<file path="config.mk">
export PLATFORM = sky130hd
export DESIGN_NAME = rx_packet_bus_sideband
export DESIGN_NICKNAME = d
export VERILOG_FILES = /design/src/shared/rx_sideband_pkg.sv /design/src/verilog/rx_packet_bus_sideband.sv
export SDC_FILE = /design/constraint.sdc
export NUM_CORES = 1
export LEC_CHECK = 0
export BUFFER_PORTS_ARGS = -buffer_cell sky130_fd_sc_hd__buf_2
export CAP_MARGIN = 20
export CORE_MARGIN = 2
export CORE_UTILIZATION = 54
export DETAILED_ROUTE_END_ITERATION = 6
export PLACE_DENSITY = 0.86
export SLEW_MARGIN = 30
export SYNTH_ARGS = -nofsm -noshare
export SYNTH_HDL_FRONTEND = slang
export SYNTH_SLANG_ARGS = --single-unit
</file>
<file path="constraint.sdc">
create_clock -name clock -period 9.85 [get_ports clock]
set_clock_uncertainty 0.05 [all_clocks]
set_input_delay 1.97 -clock clock [delete_from_list [all_inputs] [get_ports clock]]
set_output_delay 1.97 -clock clock [all_outputs]
set_load 0.1 [all_outputs]
</file>
<file path="src/shared/rx_sideband_pkg.sv">
// constants, types and register map for the receive-side packet bus sideband
// assumes an APB register port and a link clock sampled as an ordinary input
//
// Overview of operation
// - valid high marks every bus output valid
// - valid low means no word transferred
// - outputs change only at link rising edges; path reset clears valid and the packet level 2 enable at once, cell level 2 enable updates every clock
// - valid needs selected port with block or end
// - level 2 drops valid on empty, end, disable
// - level 2 valid stays low until enable drops
// - level 3 holds valid low for minimum time
// - cell level 3 keeps valid low
// - cell level 3 keeps abort flag low
// - level 2 drives outputs only when selected, enabled
// - cell level 2 keeps outputs tri-stated always
// - level 3 modes drive outputs continuously
// - global reset tri-states the sideband outputs
// - modulus codes 00 all, 10 upper half, 11 top byte
// - modulus meaningful only with last word
// - modulus low in cell L3 and 8-bit modes
// - abort flag marks the current packet errored
// - abort flag meaningful only with last word
// - host data bus off in reset or unselected
// - host data bus 16 bits, host reads it
// - last word flag marks packet's final word
package rx_sideband_pkg;

   // register byte offsets
   localparam logic [7:0] CTRL_OFFSET      = 8'h00;
   localparam logic [7:0] MIN_DEASSERT_OFF = 8'h04;
   localparam logic [7:0] STATUS_OFFSET    = 8'h08;
   localparam logic [7:0] WORD_COUNT_OFF   = 8'h0c;

   // control field positions
   localparam int CTRL_MODE_LSB  = 0;
   localparam int CTRL_WIDTH_LSB = 2;
   localparam int CTRL_ODD_BIT   = 4;
   localparam int CTRL_DPRST_BIT = 5;

   // reset values
   localparam logic [31:0] CTRL_RESET         = 32'h0000_0000;
   localparam logic [7:0]  MIN_DEASSERT_RESET = 8'h00;

   // modulus codes
   localparam logic [1:0] MOD_ALL   = 2'h0;
   localparam logic [1:0] MOD_UPPER = 2'h2;
   localparam logic [1:0] MOD_TOP   = 2'h3;

   typedef enum logic [1:0] {
      MODE_CELL_L2 = 2'b00,
      MODE_CELL_L3 = 2'b01,
      MODE_PKT_L2  = 2'b10,
      MODE_PKT_L3  = 2'b11
   } busMode_t;

   typedef enum logic [1:0] {
      WIDTH_8  = 2'b00,
      WIDTH_16 = 2'b01,
      WIDTH_32 = 2'b10
   } busWidth_t;

   typedef enum logic [1:0] {
      ST_IDLE = 2'b00,
      ST_XFER = 2'b01,
      ST_HOLD = 2'b10
   } xferState_t;

   // one word offered by the port buffer
   typedef struct packed {
      logic [31:0] data;
      logic        first;
      logic        last;
      logic [1:0]  modulus;
      logic        abort;
   } srcWord_t;

   // decoded control register
   typedef struct packed {
      busMode_t  mode;
      busWidth_t width;
      logic      oddParity;
      logic      pathReset;
   } ctrl_t;

endpackage

</file>
<file path="src/verilog/rx_packet_bus_sideband.sv">
// receive bus sideband: word valid, byte modulus and abort flag toward the link layer
// assumes the port buffer logic runs on clock; link clock and host pins are asynchronous
`timescale 1ns/1ps
`default_nettype none

module rx_packet_bus_sideband
   import rx_sideband_pkg::*;
#(
   parameter int COUNT_WIDTH = 16
) (
   // clock and reset
   input  wire logic        clock,
   input  wire logic        rst,
   // apb slave
   input  wire logic [7:0]  paddr,
   input  wire logic        psel,
   input  wire logic        penable,
   input  wire logic        pwrite,
   input  wire logic [31:0] pwdata,
   output logic      [31:0] prdata,
   output logic             pready,
   output logic             pslverr,
   // host data bus pins
   input  wire logic        chipResetN,
   input  wire logic        chipSelectN,
   input  wire logic        hostReadN,
   output logic      [15:0] hostDataOut,
   output logic             hostDataOe,
   // link pins from the link layer
   input  wire logic        rxBusClock,
   input  wire logic        rxReadEnable,
   // port buffer side
   input  wire logic        portSelected,
   input  wire logic        portReady,
   input  wire logic        srcValid,
   input  var  srcWord_t    srcWord,
   output logic             srcTaken,
   // receive bus outputs
   output logic             rxWordValid,
   output logic      [31:0] rxWordBus,
   output logic             rxWordParity,
   output logic             rxFirstWord,
   output logic             rxLastWord,
   output logic      [1:0]  rxByteModulus,
   output logic             rxPacketAbortFlag,
   output logic             rxSidebandOe
);

   // squeeze the modulus into what the bus width may carry
   function automatic logic [1:0] fitModulus(input busWidth_t w, input logic [1:0] m);
      logic [1:0] r;
      r = MOD_ALL;
      case (w)
         WIDTH_32: begin
            r = (m == 2'h1) ? MOD_ALL : m;
         end
         default: begin
            r = MOD_ALL;
         end
      endcase
      return r;
   endfunction

   // pin synchronisers: bit 0 link clock, 1 read enable, 2 select, 3 read strobe
   logic [3:0] pinSync1_reg;
   logic [3:0] pinSync2_reg;
   logic [3:0] pinSync3_reg;
   logic [3:0] pinStable_reg;
   logic [3:0] pinStable_next;

   // control and status
   logic [31:0]            ctrlWord_reg;
   logic [7:0]             minDeassert_reg;
   logic [COUNT_WIDTH-1:0] wordCount_reg;
   ctrl_t                  ctrl;

   // transfer state
   xferState_t  state_reg;
   xferState_t  state_next;
   logic [7:0]  holdCount_reg;
   logic [7:0]  holdCount_next;
   logic        linkEdge;
   logic        readEn;
   logic        pktMode;
   logic        go;
   logic        load;
   logic        driveNext;
   logic        valid_reg;
   srcWord_t    word_reg;
   logic        parity_reg;
   logic        oe_reg;

   // apb decode
   logic        apbAccess;
   logic        apbWrite;
   logic        apbHit;

   // three-stage capture of asynchronous pins; only stages two and three are looked at
   always_ff @(posedge clock or posedge rst) begin
      if (rst) begin
         // strobes idle high; matching all stages avoids a false low after reset
         pinSync1_reg  <= 4'hc;
         pinSync2_reg  <= 4'hc;
         pinSync3_reg  <= 4'hc;
         pinStable_reg <= 4'hc;
      end else begin
         pinSync1_reg  <= {hostReadN, chipSelectN, rxReadEnable, rxBusClock};
         pinSync2_reg  <= pinSync1_reg;
         pinSync3_reg  <= pinSync2_reg;
         pinStable_reg <= pinStable_next;
      end
   end

   // a pin change counts only once the last two stages agree
   always_comb begin
      for (int i = 0; i < 4; i++) begin
         pinStable_next[i] = (pinSync2_reg[i] == pinSync3_reg[i]) ? pinSync3_reg[i] : pinStable_reg[i];
      end
   end

   assign linkEdge = pinStable_next[0] & ~pinStable_reg[0];
   assign readEn   = pinStable_reg[1];

   // control register decode
   always_comb begin
      ctrl.mode      = busMode_t'(ctrlWord_reg[CTRL_MODE_LSB +: 2]);
      ctrl.width     = busWidth_t'(ctrlWord_reg[CTRL_WIDTH_LSB +: 2]);
      ctrl.oddParity = ctrlWord_reg[CTRL_ODD_BIT];
      ctrl.pathReset = ctrlWord_reg[CTRL_DPRST_BIT];
   end

   assign pktMode = (ctrl.mode == MODE_PKT_L2) || (ctrl.mode == MODE_PKT_L3);

   // a word goes out only for a selected port that is enabled and has data queued
   assign go = pktMode && portSelected && readEn && srcValid && !ctrl.pathReset
               && (state_reg == ST_XFER ? !word_reg.last : portReady);

   // next-state logic, evaluated only at link edges
   always_comb begin
      state_next     = state_reg;
      holdCount_next = holdCount_reg;
      load           = 1'b0;
      case (state_reg)
         ST_IDLE: begin
            if (go) begin
               load       = 1'b1;
               state_next = ST_XFER;
            end
         end
         ST_XFER: begin
            if (go) begin
               load = 1'b1;
            end else if (ctrl.mode == MODE_PKT_L2) begin
               // a dropped read enable already satisfies the re-arm condition
               state_next = readEn ? ST_HOLD : ST_IDLE;
            end else if (ctrl.mode == MODE_PKT_L3 && minDeassert_reg != 8'h00) begin
               state_next     = ST_HOLD;
               holdCount_next = minDeassert_reg - 8'h01;
            end else begin
               state_next = ST_IDLE;
            end
         end
         ST_HOLD: begin
            if (ctrl.mode == MODE_PKT_L2) begin
               if (!readEn) begin
                  state_next = ST_IDLE;
               end
            end else if (holdCount_reg == 8'h00) begin
               state_next = ST_IDLE;
            end else begin
               holdCount_next = holdCount_reg - 8'h01;
            end
         end
         default: begin
            state_next = ST_IDLE;
         end
      endcase
   end

   // state registers move on link rising edges; path reset or a cell mode forces idle at once
   always_ff @(posedge clock or posedge rst) begin
      if (rst) begin
         state_reg     <= ST_IDLE;
         holdCount_reg <= 8'h00;
      end else if (ctrl.pathReset || !pktMode) begin
         state_reg     <= ST_IDLE;
         holdCount_reg <= 8'h00;
      end else if (linkEdge) begin
         state_reg     <= state_next;
         holdCount_reg <= holdCount_next;
      end
   end

   // output word and qualifiers, loaded together so valid covers them all
   always_ff @(posedge clock or posedge rst) begin
      if (rst) begin
         valid_reg  <= 1'b0;
         word_reg   <= '0;
         parity_reg <= 1'b0;
      end else if (ctrl.pathReset) begin
         valid_reg <= 1'b0;
      end else if (linkEdge) begin
         valid_reg <= load;
         if (load) begin
            word_reg.data    <= srcWord.data;
            word_reg.first   <= srcWord.first;
            word_reg.last    <= srcWord.last;
            // modulus and abort only carried on a last word
            word_reg.modulus <= srcWord.last ? fitModulus(ctrl.width, srcWord.modulus) : MOD_ALL;
            word_reg.abort   <= srcWord.last & srcWord.abort;
            parity_reg       <= (^srcWord.data) ^ ctrl.oddParity;
         end else begin
            word_reg.first   <= 1'b0;
            word_reg.last    <= 1'b0;
            word_reg.modulus <= MOD_ALL;
            word_reg.abort   <= 1'b0;
         end
      end
   end

   // output enable per mode; held off through reset
   always_comb begin
      case (ctrl.mode)
         MODE_CELL_L2: driveNext = 1'b0;
         MODE_PKT_L2:  driveNext = portSelected && readEn && !ctrl.pathReset;
         default:      driveNext = 1'b1;
      endcase
   end

   always_ff @(posedge clock or posedge rst) begin
      if (rst) begin
         oe_reg <= 1'b0;
      end else if (ctrl.pathReset && ctrl.mode == MODE_PKT_L2) begin
         oe_reg <= 1'b0;
      end else if (linkEdge || ctrl.mode == MODE_CELL_L2) begin
         oe_reg <= driveNext;
      end
   end

   assign srcTaken          = linkEdge && load && pktMode && !ctrl.pathReset;
   assign rxWordValid       = valid_reg;
   assign rxWordBus         = word_reg.data;
   assign rxWordParity      = parity_reg;
   assign rxFirstWord       = word_reg.first;
   assign rxLastWord        = word_reg.last;
   assign rxByteModulus     = word_reg.modulus;
   assign rxPacketAbortFlag = word_reg.abort;
   assign rxSidebandOe      = oe_reg;

   // count of words delivered, wraps silently
   always_ff @(posedge clock or posedge rst) begin
      if (rst) begin
         wordCount_reg <= '0;
      end else if (srcTaken) begin
         wordCount_reg <= wordCount_reg + {{(COUNT_WIDTH-1){1'b0}}, 1'b1};
      end
   end

   // apb slave: zero wait states, unmapped addresses answer with an error
   assign apbAccess = psel && penable;
   assign apbWrite  = apbAccess && pwrite;
   assign apbHit    = (paddr == CTRL_OFFSET) || (paddr == MIN_DEASSERT_OFF)
                      || (paddr == STATUS_OFFSET) || (paddr == WORD_COUNT_OFF);
   assign pready    = 1'b1;
   assign pslverr   = apbAccess && !apbHit;

   always_ff @(posedge clock or posedge rst) begin
      if (rst) begin
         ctrlWord_reg    <= CTRL_RESET;
         minDeassert_reg <= MIN_DEASSERT_RESET;
      end else if (apbWrite) begin
         if (paddr == CTRL_OFFSET) begin
            ctrlWord_reg <= {26'h0, pwdata[5:0]};
         end
         if (paddr == MIN_DEASSERT_OFF) begin
            minDeassert_reg <= pwdata[7:0];
         end
      end
   end

   // read mux; status shows the live transfer state
   always_comb begin
      prdata = 32'h0000_0000;
      if (psel && !pwrite) begin
         case (paddr)
            CTRL_OFFSET:      prdata = ctrlWord_reg;
            MIN_DEASSERT_OFF: prdata = {24'h0, minDeassert_reg};
            STATUS_OFFSET:    prdata = {25'h0, oe_reg, valid_reg, readEn, pinStable_reg[0],
                                        holdCount_reg == 8'h00, state_reg};
            WORD_COUNT_OFF:   prdata = {{(32-COUNT_WIDTH){1'b0}}, wordCount_reg};
            default:          prdata = 32'h0000_0000;
         endcase
      end
   end

   // host data bus: raw reset and select pins gate the enable so it drops at once
   always_ff @(posedge clock or posedge rst) begin
      if (rst) begin
         hostDataOut <= 16'h0000;
      end else begin
         hostDataOut <= {9'h0, oe_reg, valid_reg, readEn, pinStable_reg[0], state_reg == ST_HOLD, state_reg};
      end
   end

   assign hostDataOe = chipResetN && !chipSelectN && !pinStable_reg[2] && !pinStable_reg[3];

endmodule // rx_packet_bus_sideband

`default_nettype wire

</file>
======== After elaboration in Yosys (flattened, before gate mapping) ========
Index checks and enable logic that the tools add are counted.
operators by class
  add/sub/neg operators ................... 3
  equality and inequality tests ........... 21
  multiplexer cells ....................... 34
  bitwise logic cells ..................... 5
  reduce and logical (&&, ||, !) cells .... 50
operator list
  operator               number
  $pmux 16 s4            1
  $mux 8                 7
  $reduce_xor 32->1      1
  $mux 2                 13
  $logic_and 1x1->1      19
  $add 16x1->16 const B  1
  $eq 8x4->1 const B     2
  $logic_not 8->1        2
  $mux 16                1
  $pmux 8 s2             1
  $sub 8x1->8 const B    2
  $ne 3x3->1 const B     3
  $eq 2x2->1 const B     4
  $eq 8x3->1 const B     1
  $logic_not 1->1        8
  $mux 1                 8
  $ne 4x4->1 const B     2
  $reduce_bool 8->1      1
  $reduce_and 7->1       1
  $logic_or 1x1->1       6
  $ne 3x2->1 const B     2
  $pmux 2 s3             1
  $reduce_and 2->1       3
  $reduce_bool 2->1      3
  13 further kinds       20
storage, ports and cells
  register bits ........................... 103
  bits of input ports ..................... 90
  output and inout port bits .............. 92
  logic and storage cells ................. 134

======== Logic depth before layout (Yosys ltp) ========
  depth in word-level cells ............... 12
  depth in mapped cells ................... 9
  gate-level depth less buffers ........... 8

======== Worst setup path after synthesis ========
OpenSTA, ideal clock, no wires.
  path type ............................... input to output
  start point ............................. input chipSelectN
  end point ............................... output hostDataOe
  arrival ................................. 5121 ps
  data required time ...................... 7830 ps
  path slack .............................. 2709 ps
  stages .................................. 1
  path buffers ............................ 0
  cell sequence ........................... nor4b_1
on the way
  cells in the longest elaborated chain, start to end .. 4
ends and longest elaborated chain
  what                            RTL line                       RTL
  start, declared                 rx_packet_bus_sideband.sv:25   input wire logic chipSelectN,
  $logic_not 1->1                 rx_packet_bus_sideband.sv:305  assign hostDataOe = chipResetN && !chipSelectN && !pinStable_reg[2] && !pinStable_reg[3];
  $logic_and 1x1->1 (3 in a row)  rx_packet_bus_sideband.sv:305
  end, declared                   rx_packet_bus_sideband.sv:28   output logic hostDataOe,
No other way between the ends.

======== Final worst setup path ========
  start point ............................. input paddr[5]
  end point ............................... output prdata[9]
on the way
  cells in the longest elaborated chain, start to end .. 3
  elaborated cells between the ends (all ways) .. 6
  those cells by class .................... eq/ne: 3; mux: 2; reduce/logical: 1
ends and longest elaborated chain
  what                                      RTL line                       RTL
  start, declared                           rx_packet_bus_sideband.sv:15   input wire logic [7:0] paddr,
  $eq 8x4->1, or another cell as far along  rx_packet_bus_sideband.sv:285  case (paddr)
  $pmux 16 s4 (*)                           rx_packet_bus_sideband.sv:285
  $mux 16 (*)                               rx_packet_bus_sideband.sv:284  if (psel && !pwrite) begin
  end, declared                             rx_packet_bus_sideband.sv:20   output logic [31:0] prdata,
Every way passes the cells marked *; elsewhere a longest branch is shown, timed or not.

==> impl_metrics.ini <==
[sta]
fin_crit_sh = 0.607
max_freq_mhz = 167
hold_violations = 0
final_max_slew_viol_count = 0
grt_setup_unrepaired = false
tns_ps = 0
setup_violations = 0
holdWs_ps = 308
relSlewSlack = 0.502
fin_crit_ps = 5980
worstMarginPinSlew_ps = 747

[logic_synthesis]
synth.most_common_cell = dfrtp_1
ys_types = 55
synth-seq-cells = 103
synth_area_leader_cell = dfrtp_1
synth_top_family_by_area = multiplexers
synth_compound_area_frac = 0.0447
seq_area_frac_synth = 0.517
synthMuxAreaShare = 0.156
synthTopCellsByCount = 95 x dfrtp_1, 48 x mux2_2, 39 x xnor2_1
yosys.area.top_type_share = 0.475
ys.flop_type = dfrtp_1
synth_xor_area_frac = 0.0937
postSynthCellCount = 411
synth_edf_count = 0
yosys.area_share.simple = 0.121
netlist_area_um2 = 5010
yosysWarningCount = 0
ys_async_sr_fraction = 1.00
netlist_top_cells_area = dfrtp_1 47%, mux2_2 11%, xnor2_1 6.8%
avgSynthCellArea_um2 = 12.2
synth_fa_ha_area_frac = 0.0110

[cells_and_area]
nFillCells = 699
synthToLayoutAreaGrowth_pct = 17.4
nets = 635
antenna_cells = 0
multiInputGateArea_um2 = 2250
layout-drive-gt1-share = 0.403
seq_area_um2 = 2590
largest_reg_flops = 32

[global_routing]
grt_start_max_net_pins = 60
grt_pass1_vias = 3710
grt_overflow_total = 0
grt_pass1_wl_um = 17900
antenna_found_initial = 0
grt_usage = 0.227

[worst_setup_path]
cp_max_fo = 10
crit_type = in -> out
end_kind = primary output
critPathMaxStageDelay_ps = 450
cp-start-kind = input port
crit_slowest_cell = nand4b_1
crit_chain = buf_2 > nor4_1 > nand4b_1 > nor2_1 > and2_1 > buf_2
worst_ep_required_time_ps = 7830
worstPathArrival_ps = 3960
crit_top_cell = buf_2

[power_and_ir_drop]
power_frac_clock = 0.325
p_int_uw = 599
power_uw = 856
p_per_area_nw_per_um2 = 146
swShare = 0.300
switchingPower_uw = 257
vdd_drop_max_uv = 85.0
leakagePower_uw = 0.00305
p_seq_frac = 0.510
pwr-share-comb = 0.164

[clock_tree]
cts_root_buf = clkbuf_8
clk_latency_ps = 370
numCtsBuffers = 9
cts_tree = done
path_clk_slew_ps = 100
cts_resized = 0
ctsHoldBuffers = 0
cts_setup_buffers = 0
cts_sinks = 103
ctsLongestPathBuffers = 2
h-tree-depth = 3

[run_status]
outcome = complete, no violations

[routing]
viasPerCell = 5.43
drt-initial-drc-count = 138
ant_nets = 0
drt-total-wl_um = 10900
dr.pass1.iters = 5
wl_per_cell_um = 16.5
vias = 3577
drc = 0

[place]
place_hpwl_um = 8250
port_buffers = 131
globalplace.congestion = 0.859

[floorplan]
die_w_um = 100
core_um2 = 9110
die_area_um2 = 10100
start_util = 0.550
io_pins = 182
fp.dieH_um = 100
num_rows = 35

[worst_hold_path]
min_path_type = reg -> reg

[flow_run]
drv_cap = 0
==> final timing paths <==
path / depth (start not counted) / end / slack [ps] / startpoint
min in group asynchronous: 2 / rxWordBus[24] / 1590 / rst
setup / recovery: 6 / prdata[9] / 3870 / paddr[5]
setup reg to reg: 8 / holdCount_reg[6] / 7480 / state_reg[1]
max in group asynchronous: 3 / hostDataOut[6] / 7010 / rst
hold / removal: 0 / pinSync2_reg[0] / 310 / pinSync1_reg[0]
hold reg to reg: 0 / pinSync2_reg[0] / 310 / pinSync1_reg[0]
==> kinds of logic (layout without fill, tap and decap cells) <==
kind of cell / Yosys count / after routing
simple gates: 113 / 113
flops: 103 / 103
xor+xnor: 52 / 52
fa+ha+maj: 5 / 5
mux: 64 / 64
compound gates: 30 / 30
buf+inv: 42 / 155
other cells: 2 / 26
==> cell usage in the layout, fill, tap and decap left out, types with 3 or more instances in the layout <==
cell / n
buf_2: 131
dfrtp_1: 95
mux2_2: 48
xnor2_1: 39
nand2_1: 32
conb_1: 26
nor2_1: 19
xor2_1: 12
mux2i_1: 10
nor3_1: 9
nand3_1: 9
clkbuf_8: 9
nor2b_1: 8
dfstp_2: 8
and2_1: 7
o31ai_1: 6
and3_1: 5
mux4_2: 5
nand4_1: 4
inv_1: 4
a21oi_1: 4
o21ai_0: 4
nor4_1: 3
nand2b_1: 3
o21ai_1: 3
maj3_1: 3
inv_6: 3
==> power by group through the flow <==
stage                     logic [uW]  clock network, uW  registers [uW]
after floorplan                  111                  0             453
after global placement           139                  0             444
after detailed placement         142                  0             445
after CTS                        142                289             437
after global routing             151                303             438
final                            141                278             437
==> worst max-delay path, delay by kind of cell <==
family	cells	cell delay (ps)
buffers and inverters	2	530
and+or+nand+nor	4	1450
==> per-layer routing <==
| metal | share of wire | GRT usage | vias up |
|---|---|---|---|
| met1 | 0.41 | 0.279 | 1777 |
| met2 | 0.51 | 0.397 | 148 |
| met4 | 0.010 | 0.0548 | 0 |
| li1 | - | - | 1640 |
| met5 | 0 | 0 | - |
| met3 | 0.071 | 0.0648 | 12 |
==> per-stage QoR <==
stage	area, um^2	util	instances	setup slack, ps
2_1_floorplan	5100	-	435	2710
3_3_place_gp	5670	0.623	643	3910
4_1_cts	5880	0.646	659	3850
6_report	5880	0.646	659	3870
5_1_grt	5880	0.646	659	3620
3_5_place_dp	5670	0.623	643	3850
==> area by class of cell <==
class / count / area share
clock buffer: 9 / 0.0211
clock inverter: 7 / 0.0143
inverter: 6 / 0.00426
multi-input combinational: 290 / 0.383
sequential: 103 / 0.440
tap: 111 / 0.0236
timing repair buffer: 133 / 0.114
(Power assumes the default switching activity.)
